==> config.mk <==
export PLATFORM = sky130hd
export DESIGN_NAME = hbps_ctrl
export DESIGN_NICKNAME = d
export VERILOG_FILES = /design/src/logic/hbps_pkg.sv /design/src/logic/hbps_timer.sv /design/src/logic/hbps_gate.sv /design/src/logic/hbps_ctrl.sv
export VERILOG_INCLUDE_DIRS = /design/src /design/src/logic
export SDC_FILE = /design/constraint.sdc
export NUM_CORES = 1
export LEC_CHECK = 0
export CORE_ASPECT_RATIO = 1.4
export CORE_MARGIN = 2
export CORE_UTILIZATION = 40
export DETAILED_ROUTE_END_ITERATION = 7
export DONT_BUFFER_PORTS = 1
export GPL_TIMING_DRIVEN = 0
export PLACE_DENSITY = 0.56
export SLEW_MARGIN = 20
export SYNTH_ARGS = -nofsm -noshare
export SYNTH_HDL_FRONTEND = slang
export SYNTH_HIERARCHICAL = 1
export SYNTH_SLANG_ARGS = --single-unit
export TNS_END_PERCENT = 20
==> constraint.sdc <==
create_clock -name clk_i -period 3.1 [get_ports clk_i]
set_input_delay 0.93 -clock clk_i [delete_from_list [all_inputs] [get_ports clk_i]]
set_output_delay 0.93 -clock clk_i [all_outputs]
set_load 0.005 [all_outputs]
==> src/logic/hbps_regs.svh <==
`ifndef HBPS_REGS_SVH
`define HBPS_REGS_SVH

// ----------------------------------------------------------------------------
// Clock and timing
// ----------------------------------------------------------------------------
`define HBPS_CLK_MHZ       125
`define HBPS_PWM_KHZ       50
`define HBPS_PWM_CYCLES    ((`HBPS_CLK_MHZ * 1000) / `HBPS_PWM_KHZ)
`define HBPS_BLANK_NS      3750
`define HBPS_BLANK_CYCLES  ((`HBPS_BLANK_NS * `HBPS_CLK_MHZ + 999) / 1000)
`define HBPS_DEG_NS        2250
`define HBPS_DEG_CYCLES    ((`HBPS_DEG_NS * `HBPS_CLK_MHZ + 999) / 1000)
`define HBPS_DEAD_NS       450
`define HBPS_DEAD_CYCLES   ((`HBPS_DEAD_NS * `HBPS_CLK_MHZ + 999) / 1000)
`define HBPS_RETRY_US      1350
`define HBPS_RETRY_CYCLES  (`HBPS_RETRY_US * `HBPS_CLK_MHZ)
`define HBPS_WAKE_US       1000
`define HBPS_WAKE_CYCLES   (`HBPS_WAKE_US * `HBPS_CLK_MHZ)

// ----------------------------------------------------------------------------
// Thermal thresholds in degrees Celsius
// ----------------------------------------------------------------------------
`define HBPS_TSD_TRIP_C    8'h96
`define HBPS_TSD_HYST_C    8'h2d

// ----------------------------------------------------------------------------
// Gate vector bit positions
// ----------------------------------------------------------------------------
`define HBPS_G_HA          0
`define HBPS_G_LA          1
`define HBPS_G_HB          2
`define HBPS_G_LB          3
`define HBPS_GATES_OFF     4'h0

`endif

==> src/logic/hbps_pkg.sv <==
package hbps_pkg;

	typedef enum logic [1:0] {
		HBPS_COAST,
		HBPS_REVERSE,
		HBPS_FORWARD,
		HBPS_BRAKE
	} hbps_func_type;

	typedef enum logic {
		HBPS_RUN,
		HBPS_RETRY
	} hbps_ocp_type;

	typedef logic [3:0] hbps_gate_type;

endpackage

==> src/logic/hbps_timer.sv <==
`timescale 1ns/100ps
module hbps_timer #(
	parameter int LIMIT = 16
) (
	input  wire logic clk_i,
	input  wire logic clear_i,
	input  wire logic run_i,
	output logic      done_o
);
	localparam int W = $clog2(LIMIT + 1);

	logic [W-1:0] cnt;

	// Counts consecutive cycles of run_i; done_o rises after exactly LIMIT of them.
	always_ff @(posedge clk_i) begin
		if (clear_i || !run_i) begin
			cnt    <= '0;
			done_o <= 1'b0;
		end else if (!done_o) begin
			cnt    <= cnt + 1'b1;
			done_o <= (cnt == W'(LIMIT - 1));
		end
	end
endmodule

==> src/logic/hbps_gate.sv <==
`timescale 1ns/100ps
`include "hbps_regs.svh"
module hbps_gate (
	input  wire logic                   clk_i,
	input  wire logic                   clear_i,
	input  wire hbps_pkg::hbps_gate_type req_i,
	output hbps_pkg::hbps_gate_type      gate_o
);
	localparam int DEAD = `HBPS_DEAD_CYCLES;

	logic [6:0] cnt;

	wire going_off = (gate_o != `HBPS_GATES_OFF) || (req_i == `HBPS_GATES_OFF);
	wire dead_done = (cnt == 7'(DEAD - 1));

	// Every change passes through all-off for the dead time, so switching delay
	// in a leg never closes its high and its low side together.
	always_ff @(posedge clk_i) begin
		if (clear_i) begin
			gate_o <= `HBPS_GATES_OFF;
			cnt    <= '0;
		end else if (req_i == gate_o) begin
			cnt <= '0;
		end else if (going_off) begin
			gate_o <= `HBPS_GATES_OFF;
			cnt    <= '0;
		end else if (dead_done) begin
			gate_o <= req_i;
		end else begin
			cnt <= cnt + 1'b1;
		end
	end
endmodule

==> src/logic/hbps_ctrl.sv <==
`timescale 1ns/100ps
`include "hbps_regs.svh"
module hbps_ctrl #(
	parameter int WAKE_CYCLES  = `HBPS_WAKE_CYCLES,
	parameter int RETRY_CYCLES = `HBPS_RETRY_CYCLES
) (
	input  wire logic       clk_i,
	input  wire logic       reset_i,
	input  wire logic       low_power_request_n_i,
	input  wire logic       supply_low_lockout_i,
	input  wire logic [7:0] die_temp_i,
	input  wire logic [1:0] bridge_in_a_i,
	input  wire logic [1:0] bridge_in_b_i,
	input  wire logic [1:0] current_sense_pin_i,
	input  wire logic [1:0] overcurrent_guard_hs_i,
	input  wire logic [1:0] overcurrent_guard_ls_i,
	output logic [1:0]      high_side_a_o,
	output logic [1:0]      low_side_a_o,
	output logic [1:0]      high_side_b_o,
	output logic [1:0]      low_side_b_o,
	output logic            fault_out_n_o,
	output logic            charge_pump_en_o,
	output logic            ready_o
);
	localparam int BLANK = `HBPS_BLANK_CYCLES;
	localparam int DEG   = `HBPS_DEG_CYCLES;
	localparam int PWM   = `HBPS_PWM_CYCLES;

	// ------------------------------------------------------------------------
	// Sleep, lockout and wake-up
	// ------------------------------------------------------------------------
	// Sleep is modelled as a held logic reset; the clock itself is not gated
	// here, that belongs to the clock tree outside this block.
	wire sleep     = !low_power_request_n_i;
	wire logic_rst = reset_i || sleep || supply_low_lockout_i;
	wire awake     = ready_o && !logic_rst;
	logic hot;
	logic [11:0] pwm_cnt;
	hbps_pkg::hbps_gate_type gate_req [2];
	hbps_pkg::hbps_gate_type gate_now [2];
	hbps_pkg::hbps_gate_type normal_req [2];
	logic [1:0] chopped;
	logic [1:0] blank_done;
	logic [1:0] deg_done;
	logic [1:0] retry_done;
	hbps_pkg::hbps_ocp_type ocp_state [2];
	logic [1:0] ocp_any_q;

	hbps_timer #(
		.LIMIT(WAKE_CYCLES)
	) u_wake (
		.clk_i  (clk_i),
		.clear_i(logic_rst),
		.run_i  (1'b1),
		.done_o (ready_o)
	);

	always_ff @(posedge clk_i) begin
		if (logic_rst) begin
			charge_pump_en_o <= 1'b0;
		end else begin
			charge_pump_en_o <= 1'b1;
		end
	end

	// ------------------------------------------------------------------------
	// Thermal shutdown with hysteresis
	// ------------------------------------------------------------------------
	wire temp_trip  = die_temp_i >= `HBPS_TSD_TRIP_C;
	wire temp_clear = die_temp_i <= (`HBPS_TSD_TRIP_C - `HBPS_TSD_HYST_C);

	always_ff @(posedge clk_i) begin
		if (logic_rst) begin
			hot <= 1'b0;
		end else if (temp_trip) begin
			hot <= 1'b1;
		end else if (temp_clear) begin
			hot <= 1'b0;
		end
	end

	// ------------------------------------------------------------------------
	// Fixed-frequency PWM time base
	// ------------------------------------------------------------------------
	wire pwm_start = (pwm_cnt == 12'(PWM - 1));

	always_ff @(posedge clk_i) begin
		if (logic_rst || pwm_start) begin
			pwm_cnt <= '0;
		end else begin
			pwm_cnt <= pwm_cnt + 1'b1;
		end
	end

	// ------------------------------------------------------------------------
	// Per-bridge decode, chopping and overcurrent
	// ------------------------------------------------------------------------
	for (genvar i = 0; i < 2; i++) begin : g_bridge
		wire fwd       = bridge_in_a_i[i] && !bridge_in_b_i[i];
		wire rev       = !bridge_in_a_i[i] && bridge_in_b_i[i];
		wire brake     = bridge_in_a_i[i] && bridge_in_b_i[i];
		wire drive     = fwd || rev;
		wire ocp_any   = overcurrent_guard_hs_i[i] || overcurrent_guard_ls_i[i];
		wire ocp_run   = (ocp_state[i] == hbps_pkg::HBPS_RUN);
		wire enabled   = awake && !hot && ocp_run;
		wire chop_set  = drive && enabled && blank_done[i] && current_sense_pin_i[i]
			&& !pwm_start;
		wire chop_end  = pwm_start || !drive || !enabled;
		wire [3:0] ls_both = (4'h1 << `HBPS_G_LA) | (4'h1 << `HBPS_G_LB);
		wire [3:0] fwd_v   = (4'h1 << `HBPS_G_HA) | (4'h1 << `HBPS_G_LB);
		wire [3:0] rev_v   = (4'h1 << `HBPS_G_HB) | (4'h1 << `HBPS_G_LA);

		assign normal_req[i] = fwd ? fwd_v : rev ? rev_v : brake ? ls_both : `HBPS_GATES_OFF;
		assign gate_req[i] = !enabled ? `HBPS_GATES_OFF : chopped[i] ? ls_both : normal_req[i];

		// Blanking restarts whenever current is turned back on, which also
		// sets the shortest on-time that chopping can produce.
		hbps_timer #(
			.LIMIT(BLANK)
		) u_blank (
			.clk_i  (clk_i),
			.clear_i(logic_rst || pwm_start),
			.run_i  (drive && enabled && !chopped[i]),
			.done_o (blank_done[i])
		);

		always_ff @(posedge clk_i) begin
			if (logic_rst || chop_end) begin
				chopped[i] <= 1'b0;
			end else if (chop_set) begin
				chopped[i] <= 1'b1;
			end
		end

		hbps_timer #(
			.LIMIT(DEG)
		) u_deglitch (
			.clk_i  (clk_i),
			.clear_i(logic_rst),
			.run_i  (ocp_any && ocp_run && awake),
			.done_o (deg_done[i])
		);

		hbps_timer #(
			.LIMIT(RETRY_CYCLES)
		) u_retry (
			.clk_i  (clk_i),
			.clear_i(logic_rst),
			.run_i  (!ocp_run),
			.done_o (retry_done[i])
		);

		always_ff @(posedge clk_i) begin
			if (logic_rst) begin
				ocp_state[i] <= hbps_pkg::HBPS_RUN;
			end else begin
				unique case (ocp_state[i])
					hbps_pkg::HBPS_RUN: begin
						if (deg_done[i]) begin
							ocp_state[i] <= hbps_pkg::HBPS_RETRY;
						end
					end
					hbps_pkg::HBPS_RETRY: begin
						if (retry_done[i]) begin
							ocp_state[i] <= hbps_pkg::HBPS_RUN;
						end
					end
				endcase
			end
		end

		hbps_gate u_gate (
			.clk_i  (clk_i),
			.clear_i(reset_i),
			.req_i  (gate_req[i]),
			.gate_o (gate_now[i])
		);

		assign high_side_a_o[i] = gate_now[i][`HBPS_G_HA];
		assign low_side_a_o[i]  = gate_now[i][`HBPS_G_LA];
		assign high_side_b_o[i] = gate_now[i][`HBPS_G_HB];
		assign low_side_b_o[i]  = gate_now[i][`HBPS_G_LB];
	end

	// ------------------------------------------------------------------------
	// Fault output
	// ------------------------------------------------------------------------
	wire any_retry     = (ocp_state[0] != hbps_pkg::HBPS_RUN)
		|| (ocp_state[1] != hbps_pkg::HBPS_RUN);
	wire next_fault_n  = !(supply_low_lockout_i || hot || any_retry);

	always_ff @(posedge clk_i) begin
		if (reset_i || sleep) begin
			fault_out_n_o <= 1'b1;
		end else begin
			fault_out_n_o <= next_fault_n;
		end
	end

	always_ff @(posedge clk_i) begin
		ocp_any_q <= overcurrent_guard_hs_i | overcurrent_guard_ls_i;
	end
endmodule

# Word level (Yosys, flattened, before mapping)
# Memory sizes are Yosys's and may differ from the RTL's.
# Cells that the tools add are included.
totals:
  out_inout_bits: 11
  wordCells: 183
  ram_bits: 2
  mem_count: 1
  latchBits: 0
  input_bits: 22
  mem_bits_ro: 0
  reg_bits: 135
op_classes:
  shifts: 0
  n_mux: 46
  div_mod_pow: 0
  mul: 0
  n_eq_ne: 12
  order_cmp: 2
  n_reduce_logical: 80
  bitwise_logic: 8
  n_addsub: 10
memory_table:
  columns: ["memory", "depth", "width", "rd", "rd_clocked_by_memory_dff", "wr", "line_no", "source"]
  rows:
  - ["ocp_state", 2, 1, 2, 0, 2, "hbps_ctrl.sv:46", "hbps_pkg::hbps_ocp_type ocp_state [2];"]
ops:
  columns: ["op", "count"]
  rows:
  - ["$mux W4", 14]
  - ["$add A18 B1 Y18 const B", 2]
  - ["$add A9 B1 Y9 const B", 4]
  - ["$eq A18 B18 Y1 const B", 2]
  - ["$eq A9 B9 Y1 const B", 4]
  - ["$mux W1", 32]
  - ["$logic_and A1 B1 Y1", 24]
  - ["$logic_or A1 B1 Y1", 24]
  - ["$logic_not A1 Y1", 21]
  - ["$add A17 B1 Y17 const B", 1]
  - ["$eq A17 B17 Y1 const B", 1]
  - ["$add A7 B1 Y7 const B", 2]
  - ["$eq A7 B6 Y1 const B", 2]
  - ["$add A12 B1 Y12 const B", 1]
  - ["$eq A12 B12 Y1 const B", 1]
  - ["$eq A4 B4 Y1", 2]
  - ["$ge A8 B8 Y1 const B", 1]
  - ["$le A8 B7 Y1 const B", 1]
  - ["$logic_not A4 Y1", 2]
  - ["$reduce_bool A4 Y1", 2]
  - ["$reduce_bool A2 Y1", 3]
  - ["$reduce_or A3 Y1", 2]
  - ["$not A1 Y1", 4]
  - ["$or A1 B1 Y1", 4]
  - ["$reduce_and A2 Y1", 2]

# Logic depth before layout (Yosys ltp)
# Gate-level depths: netlist of the first run.
logic_depth:
  ltp_word: 12
  ltp_mapped: 8
  mapped_depth_nobuf: 8

# By module
# The synthesis of the first run kept the hierarchy.
modules_own_cells:
  columns: ["module", "cells_per_inst", "seq_area_each_um2", "area_per_inst_um2", "instances"]
  rows:
  - ["hbps_timer (g_bridge[0].u_retry ...)", 103, 380.4, 922.1, 2]
  - ["hbps_gate", 61, 220.2, 576.8, 2]
  - ["hbps_ctrl", 121, 400.4, 1048.5, 1]
  - ["hbps_timer (g_bridge[0].u_blank ...)", 51, 200.2, 471.7, 2]
  - ["hbps_timer (g_bridge[0].u_deglitch ...)", 49, 200.2, 450.4, 2]
  - ["hbps_timer (u_wake)", 98, 360.3, 858.3, 1]

# Worst setup path after synthesis of the first run
# OpenSTA, ideal clock, no wires.
synth_timing:
  path_kind: "in2reg"
  start: "input reset_i"
  end: "register g_bridge[0].u_blank.cnt[8]"
  t_arrival_ps: 2747
  path_buffers: 2
  setup_time_ps: 59
  t_required_ps: 3041
  path_stages: 7
  setup_slack_ps: 293
  cell_sequence: "nor3b_1 o41ai_4 buf_6 nand2b_1 clkbuf_1 or4_1 nand2_1"
synth_between:
  elab_chain_len: 10
  word_cells_on_any_way: 11
  classes_between: "reduce/logical (11)"
synth_lines:
  columns: ["element", "line_no", "source"]
  rows:
  - ["from (decl)", "hbps_ctrl.sv:8", "input wire logic reset_i,"]
  - ["$logic_or A1 B1 Y1 * (2 in a row)", "hbps_ctrl.sv:35", "wire logic_rst = reset_i || sleep || supply_low_lockout_i;"]
  - ["$logic_not A1 Y1", "hbps_ctrl.sv:36", "wire awake = ready_o && !logic_rst;"]
  - ["$logic_and A1 B1 Y1", "hbps_ctrl.sv:36", null]
  - ["$logic_and A1 B1 Y1 (2 in a row)", "hbps_ctrl.sv:105", "wire enabled = awake && !hot && ocp_run;"]
  - ["$logic_and A1 B1 Y1 (2 in a row)", "hbps_ctrl.sv:123", ".run_i (drive && enabled && !chopped[i]),"]
  - ["$logic_not A1 Y1", "hbps_timer.sv:16", "if (clear_i || !run_i) begin"]
  - ["$logic_or A1 B1 Y1 *", "hbps_timer.sv:16", null]
  - ["to (signal assigned)", "hbps_timer.sv:20", "cnt <= cnt + 1'b1;"]
  - ["to (decl)", "hbps_timer.sv:12", "logic [W-1:0] cnt;"]
# Every way passes the cells marked *; elsewhere a longest branch is shown, timed or not.
# A chain may end at the register's enable or synchronous reset.

==> results of run 1 <==
[area by class of cell]
type / instances / area share, %
clock buffers: 25 / 6.76
plain buffers: 18 / 2.19
clock inverters: 7 / 1.44
inverters: 24 / 1.18
multi-input cells: 569 / 48.9
well taps: 203 / 3.33
flip-flops and latches: 137 / 36.2
[layer usage]
| metal | vias to the layer above | global-route usage (%) | part of all wire [%] |
|---|---|---|---|
| li1 | 2686 | - | - |
| met1 | 2559 | 16.7 | 42 |
| met2 | 69 | 30.2 | 52 |
| met3 | 11 | 5.05 | 4.0 |
| met4 | 0 | 5.69 | 1.2 |
| met5 | - | 0 | 0 |
[what timing repair did]
action                                  in CTS  in global routing
endpoints found under the setup margin       0                  1
buffers inserted                             0                  0
resized for setup                            0                  1
[power groups by stage]
stage | clock network (mW) | registers, mW | logic [mW]
after floorplan | 0 | 1.81 | 0.0271
after global placement | 0 | 1.81 | 0.0335
after detailed placement | 0 | 1.81 | 0.0349
after CTS | 2.17 | 1.77 | 0.0351
after global routing | 2.26 | 1.77 | 0.0401
final | 2.12 | 1.77 | 0.0347
[state kept, by name (all words and copies together), names as in the netlist]
signal and cells:
g_bridge.u_retry/cnt 36, g_bridge.u_blank/cnt 18, g_bridge.u_deglitch/cnt 18, u_wake/cnt 17, g_bridge.u_gate/cnt 14, pwm_cnt 12, g_bridge.u_gate/gate_o 8, chopped 2
g_bridge.u_blank/done_o 2, g_bridge.u_deglitch/done_o 2, g_bridge.u_retry/done_o 2, ocp_state 2, charge_pump_en_o 1, fault_out_n_o 1, hot 1, u_wake/done_o 1
[final timing paths]
kind	start	end	slack, ns	depth (start not counted)
max	reset_i	g_bridge[0].u_gate/gate_o[3]	0.42	7
min	pwm_cnt[0]	pwm_cnt[0]	0.45	1
max reg2reg	hot	g_bridge[0].u_gate/gate_o[3]	0.57	7
min reg2reg	pwm_cnt[0]	pwm_cnt[0]	0.45	1
[cell usage in the layout, fill, tap and decap left out, drive strengths merged, types with 15 or more instances in the layout]
cell,n
a21oi,50
clkbuf,35
dfxtp,135
ha,25
inv,24
nand2,42
nand2b,16
nand3,31
nand4,24
nand4b,15
nor2,101
nor4,19
o21ai,31
or3,32
xnor2,29
xor2,43
[worst max-delay path: stages]
cell and delay, ns:
nor4b_1 0.39, nand3b_1 0.33, nor3b_1 0.55, xor2_1 0.13
nor4_1 0.36, a21oi_2 0.13, mux2i_1 0.15
[cells by family (layout without fill, tap and decap cells)]
group	Yosys count	in the layout	synth area share, %
buffers and inverters	42	74	3.82
AOI/OAI and AO/OA	97	97	8.34
muxes	13	13	1.93
other	1	2	0.0556
DFF	137	137	40.9
and+or+nand+nor	360	360	30.9
xor gates and xnor gates	72	72	9.34
adders and majority gates	25	25	4.63
[metrics by stage]
stage | cell area, um^2 | setup WS [ns] | cells | total power [mW]
after floorplan | 6750 | 0.293 | 748 | 1.84
after global placement | 7010 | -0.229 | 951 | 1.84
after detailed placement | 7010 | -0.206 | 951 | 1.85
after CTS | 7630 | 0.236 | 983 | 3.98
after global routing | 7640 | 0.254 | 983 | 4.07
final | 7640 | 0.420 | 983 | 3.93
==> metrics, run 1 <==
Worst Skew between 0.007 and 0.008 ns; worst vdd ir 0.310 mV; routed wire length 13700 um; Max-Cap Viols 0; Clk Tree Root Cell clkbuf_16; yosys warns 6; post-synth top area cell dfxtp_1; async set or reset register ratio after synthesis 0%; starting density of the core about two fifths; nets@finish 814; layout cells sized above 1 10.0%; Fill cells 1612; antenna cells 0; DRC 0; syn avg cell area 9.03 um^2; DRT iter0 DRCs 150; Placer Congestion 0.809; RSZ-0062 raised after global routing no; vias per inst around 5.4; CTS tree built; FF+latch area 2760 um^2; via count about 5300; critical path data required time roughly 3.4 ns; clock tree buffer depth 2; final core area utilization 45.8%; Detailed Place HPWL 10000 um; Worst-path clk slew roughly 0.05 ns; crit path DAT 2.97 ns; Synth Register Bits ~140; footprint of the multi-input gates 3740 um^2; global-route wire length before repair 23200 um; Chip Height between 150 and 200 um; Post-Synthesis Cells about 750; CP max FO 15; die boundary width 114 um; Psw 0.748 mW; worst-margin pin slew 0.569 ns; io pins 33; CORE AREA 16700 um^2; Inserted Clock Buffers 17; worst hold-check path type register to register; drt first pass iters 4; initial antenna violation count 0; Sw Share 19.1%; hold_buf cts 0; Rel. slew slack between 60 and 70%; vias in the first global route 5207; fin crit period 2.68 ns; fin crit share 86.4%; Setup Crit Path Kind primary input to register; row count 56; Post-Syn Area 6750 um^2; Setup TNS 0 ns; endpoints failing setup 0; Final Hold Violating Endpoints 0; Main synth FF type dfxtp_1; Detail Route Antenna Nets 0; Worst Hold Slack 0.451 ns; largest cells by area after synthesis dfxtp_1 40%, xor2_1 5.6%, nor2_1 4.9%; status finished clean; max-slew violations 0; Yosys cell types 50; Clock Latency Late Sink 0.42 ns; fmax 0.373 GHz; Area growth, synth to finish 13.2%; Static Leak 2.63 nW; die area 17900 um^2; clk sinks between 100 and 150; WL per Instance 13.9 um; pwr dens a little over 500 nW/um^2; Clk pwr share a little over half; Power Internal 3.18 mW; top post-synthesis cells by count 135 x dfxtp_1, 89 x nor2_1, 46 x a21oi_1; largest net degree at the start of global routing 17; top cell type's share of synthesized area 40.0%; CP Capture Type register; H-Tree Depth 4; Logic pwr share 0.9%; Total GRT Usage 16.0%; port buffer count 0; Post-synth EDFFs 2; count leader, synth dfxtp_1; CP Launch Type primary input; register area share after synthesis 40.9%; sequential share of power 45.2%; GR Overflow Total 0
(Power assumes the default switching activity.)
==> inputs of run 2 (changes only) <==
- ABC_AREA: default -> 1
- SETUP_SLACK_MARGIN: default -> 0.5
==> metrics, run 2 <==
status finished clean; Inserted Clock Buffers 17; die boundary width 119 um; CP Launch Type primary input; clk sinks 137; max FFs per register 36; Setup TNS 0 ns; Post-Syn Area 7440 um^2; Static Leak 2.80 nW; DRT iter0 DRCs 285; post-route setup slack 0.742 ns; DRC 0; most frequent cells in the layout 237 x nand2_1, 172 x nor2_1, 149 x inv_1; Sw Share 23.4%; vias per inst 4.70; top cell type's share of synthesized area 36.3%; largest net degree at the start of global routing 17; Total GRT Usage 16.3%; fmax roughly 0.42 GHz; RSZ-0062 raised after global routing no; Reg with most FFs g_bridge.u_retry/cnt; row count 59; antenna cells 0; layout cells sized above 1 12.9%; yosys warns 6; Worst Hold Slack 0.457 ns; Worst-path clk slew around 0.060 ns; Post-synth EDFFs 2; register area share after synthesis 37.1%; final instance area between 8000 and 9000 um^2; Main synth FF type dfxtp_1; Logic pwr share 8.4%; Placer Congestion 0.847; pwr dens 513 nW/um^2; sequential share of power a little over two fifths; count leader, synth nand2_1; commonest non-fill, non-tap cell in the layout nand2_1; Detail Route Antenna Nets 0; initial antenna violation count 0; die area 19700 um^2; async set or reset register ratio after synthesis 0%; Detailed Place HPWL 11500 um; Placed Instance Area slightly below 8000 um^2; Area growth, synth to finish 12.7%; nets@finish about 1200; Non-Filler Instances ~1400; starting density of the core 40.5%; total power draw 4.30 mW; Power Internal 3.30 mW; via count 6436; WL per Instance ~11 um; Chip Height 165 um; Clock Latency Late Sink slightly above 0.4 ns; CP max FO 9; Post-Place Setup Slack 0.241 ns; Final Hold Violating Endpoints 0; crit path DAT roughly 2.7 ns; Critical Path Start low_power_request_n_i; Setup Crit Path Kind primary input to register; CTS tree built; Clk Tree Root Cell clkbuf_16; Psw 1.01 mW; Placed Cells 1334; Yosys cell types 38; Mapped Nets roughly 1100; CORE AREA 18400 um^2; largest registers g_bridge.u_retry/cnt: 36 flops, g_bridge.u_blank/cnt: 18 flops, g_bridge.u_deglitch/cnt: 18 flops; GR Overflow Total 0; reg-to-reg startpoint u_wake/done_o; fin crit period 2.36 ns; Worst R2R Setup Slack 1.08 ns; final core area utilization a little under half; worst vdd ir 0.333 mV; Synth Register Bits 137; port buffer count 0; Clk pwr share roughly half; post-synth top area cell dfxtp_1; CP Capture Type register; Max-Cap Viols 0; io pins 33; top post-synthesis cells by count 237 x nand2_1, 173 x nor2_1, 149 x inv_1; H-Tree Depth 4; Worst Skew between 0.01 and 0.015 ns; vias in the first global route 5922; largest cells by area after synthesis dfxtp_1 36%, nand2_1 12%, nor2_1 8.7%; critical path data required time 3.41 ns; drt first pass iters 4; max-slew violations 0; Hold Crit Start pwm_cnt[11]; clock tree buffer depth 2; syn avg cell area 6.83 um^2; routed wire length 15200 um; worst hold-check path type register to register; endpoints failing setup 0; hold_buf cts 0; fin crit share approximately 76%; global-route wire length before repair 26200 um; Post-Synthesis Cells approximately 1100
run 2: changes by cell type in the layout (fill, tap and decap cells not counted), sizes merged, moves of 15 or more:
cell and change:
a21oi +32, nand3 +52, nor2 +113, nand2 +230, xnor2 -25, inv +138, nor4 -19, or3 -32
xor2 -40, nand2b -16, nand4b -15
run 2: worst max-delay path, stage by stage:
cell	delay, ns
inv_1	0.03
nor2_2	0.12
nand2_2	0.22
nor2_4	0.26
nand3_1	0.18
nor2_1	0.25
inv_1	0.09
nand2_1	0.07
nand2_1	0.05
nor2_1	0.17
nand2_4	0.11
a21oi_1	0.15
nor2_1	0.06
run 2: final cells by class:
class,instances,area (um^2)
clock inverters,7,113
multi-input cells,785,4040
inverters,164,617
well taps,244,305
clock buffers,25,505
repair buffers,2,15.0
flip-flops and latches,137,2760
plain buffers,4,31.3
fillers,1884,9990
run 2: logic make-up (layout without fill, tap and decap cells):
logic type | after synthesis | in the layout | synth area share (%)
simple gates | 622 | 622 | 40.0
buf+inv | 168 | 202 | 8.71
xor+xnor | 7 | 7 | 0.824
fa+ha+maj | 25 | 25 | 4.20
compound gates | 130 | 130 | 9.03
flops | 137 | 137 | 37.1
other cells | 1 | 1 | 0.0504
run 2: metal layers:
metal | up-vias | share of wire [%] | track usage [%]
met5 | - | 0 | 0
met4 | 0 | 2.2 | 8.23
met3 | 27 | 3.1 | 3.06
met2 | 82 | 49 | 28.8
met1 | 2845 | 46 | 18.7
li1 | 3482 | - | -
run 2: power by group through the flow:
stage / clock (mW) / combinational [mW] / sequential (mW)
5_1_grt: 2.23 / 0.421 / 1.84
3_3_place_gp: 0 / 0.361 / 1.88
2_1_floorplan: 0 / 0.316 / 1.87
6_report: 2.10 / 0.362 / 1.84
4_1_cts: 2.16 / 0.365 / 1.84
3_5_place_dp: 0 / 0.363 / 1.88
run 2: repair_timing:
action,4_1_cts,5_1_grt
hold endpoints to repair,0,0
resized for setup,0,3
setup buffers,0,2
endpoints found under the setup margin,0,8
run 2: final timing paths:
kind | to | cells after the start
worst min register to register | pwm_cnt[11] | 2
worst max-delay path | g_bridge[1].u_gate/gate_o[2] | 13
worst min-delay path | pwm_cnt[11] | 2
worst max register to register | g_bridge[1].u_gate/gate_o[2] | 11
==> inputs of run 3 (changes only) <==
- ABC_AREA: 1 -> 0
- clock period: 3.1 -> 2.35 ns (I/O delays scaled with it)
==> metrics, run 3 (synthesis results as in run 1) <==
max-slew violations 0; Inserted Clock Buffers 17; Post-Place Setup Slack -0.190 ns; fin crit share 84.8%; via count between 5000 and 6000; port buffer count 0; most frequent cells in the layout 132 x dfxtp_1, 86 x nor2_1, 46 x a21oi_1; nets@finish between 800 and 900; worst vdd ir 0.525 mV; DRT iter0 DRCs 207; starting density of the core around two fifths; global-route wire length before repair around 23000 um; Final Hold Violating Endpoints 0; Total GRT Usage 16.1%; Detail Route met3 WL 445 um; largest net degree at the start of global routing 17; Clock Latency Late Sink 0.42 ns; vias per inst 5.38; max FFs per register 36; critical path data required time 2.71 ns; DRC 0; final core area utilization 47.1%; Reg with most FFs g_bridge.u_retry/cnt; WL per Instance approximately 14 um; worst hold-check path type primary input to register; GR Overflow Total 0; Placer Congestion 0.796; antenna cells 0; pwr dens about 660 nW/um^2; fmax 0.502 GHz; Chip Height 158 um; uppermost layer routed met4; die area 17900 um^2; Static Leak 2.71 nW; CP Capture Type register; Detailed Place HPWL 9860 um; Worst Skew 0.00893 ns; drt first pass iters 4; Setup TNS 0 ns; Setup Crit Path Kind register to register; Max-Cap Viols 0; hold_buf cts 0; CORE AREA 16700 um^2; M1 WL 5990 um; clk sinks about 140; Clk Tree Root Cell clkbuf_16; clock tree buffer depth 2; met2 routed WL 6930 um; commonest non-fill, non-tap cell in the layout dfxtp_1; layout cells sized above 1 a little over an eighth; crit path DAT around 2.4 ns; CTS tree built; status finished clean; post-route setup slack 0.357 ns; Detail Route Antenna Nets 0; endpoints failing setup 0; routed wire length ~14000 um; RSZ-0062 raised after global routing yes; fin crit period 1.99 ns; H-Tree Depth 4; Area growth, synth to finish 16.5%; row count 56; initial antenna violation count 0; CP max FO 9; Worst-path clk slew 0.05 ns; io pins 33; largest registers g_bridge.u_retry/cnt: 36 flops, g_bridge.u_blank/cnt: 18 flops, g_bridge.u_deglitch/cnt: 18 flops; vias in the first global route ~5200; CP Launch Type register; die boundary width about 110 um
-- run 3: power by group --
part	total [mW]	switching (mW)	internal [mW]	leakage [nW]
clock network	2.78	0.955	1.83	0.308
registers	2.34	0.00547	2.33	1.11
logic	0.0568	0.0288	0.0279	1.29
-- run 3: final timing paths --
| kind | slack, ns | endpoint | cells past startpoint | startpoint |
|---|---|---|---|---|
| max | 0.36 | g_bridge[0].u_blank/cnt[8] | 9 | hot |
| min | 0.44 | hot | 1 | die_temp_i[7] |
| max reg2reg | 0.36 | g_bridge[0].u_blank/cnt[8] | 9 | hot |
| min reg2reg | 0.48 | pwm_cnt[0] | 1 | pwm_cnt[0] |
-- run 3: metal layers --
layer / GRT usage [%] / vias up
li1: - / 2721
met1: 17.6 / 2531
met2: 29.5 / 64
met3: 4.36 / 19
met4: 6.56 / 0
met5: 0 / -
-- run 3: per-stage QoR --
step | total power, mW | std cells | hold slack (ns) | cell area [um^2]
floorplan | 2.43 | 748 | 0.418 | 6830
global placement | 2.44 | 951 | 0.428 | 7080
detailed placement | 2.44 | 951 | 0.442 | 7080
CTS | 5.25 | 991 | 0.420 | 7840
global route | 5.37 | 992 | 0.423 | 7860
finish | 5.18 | 992 | 0.441 | 7860
-- run 3: critical path: stages (launching register included) --
cell and delay (ns):
dfxtp_4 0.36, nor4b_4 0.23, nand3b_1 0.12, buf_6 0.16, buf_4 0.13, nor3_2 0.13, nand2b_1 0.08, clkbuf_8 0.16
or4_1 0.49, nand2_1 0.07
-- run 3: final cells by class --
class,instances,area (um^2)
well taps,203,254
plain buffers,18,188
fillers,1619,8820
clock inverters,7,113
multi-input cells,569,3850
flip-flops and latches,137,2770
inverters,24,90.1
clock buffers,24,512
repair buffers,10,82.6
-- run 3: repair_timing --
| action | 4_1_cts | 5_1_grt |
|---|---|---|
| pin swaps | 11 | 1 |
| resized for setup | 16 | 2 |
| setup buffers | 9 | 1 |
| endpoints found under the setup margin | 86 | 47 |
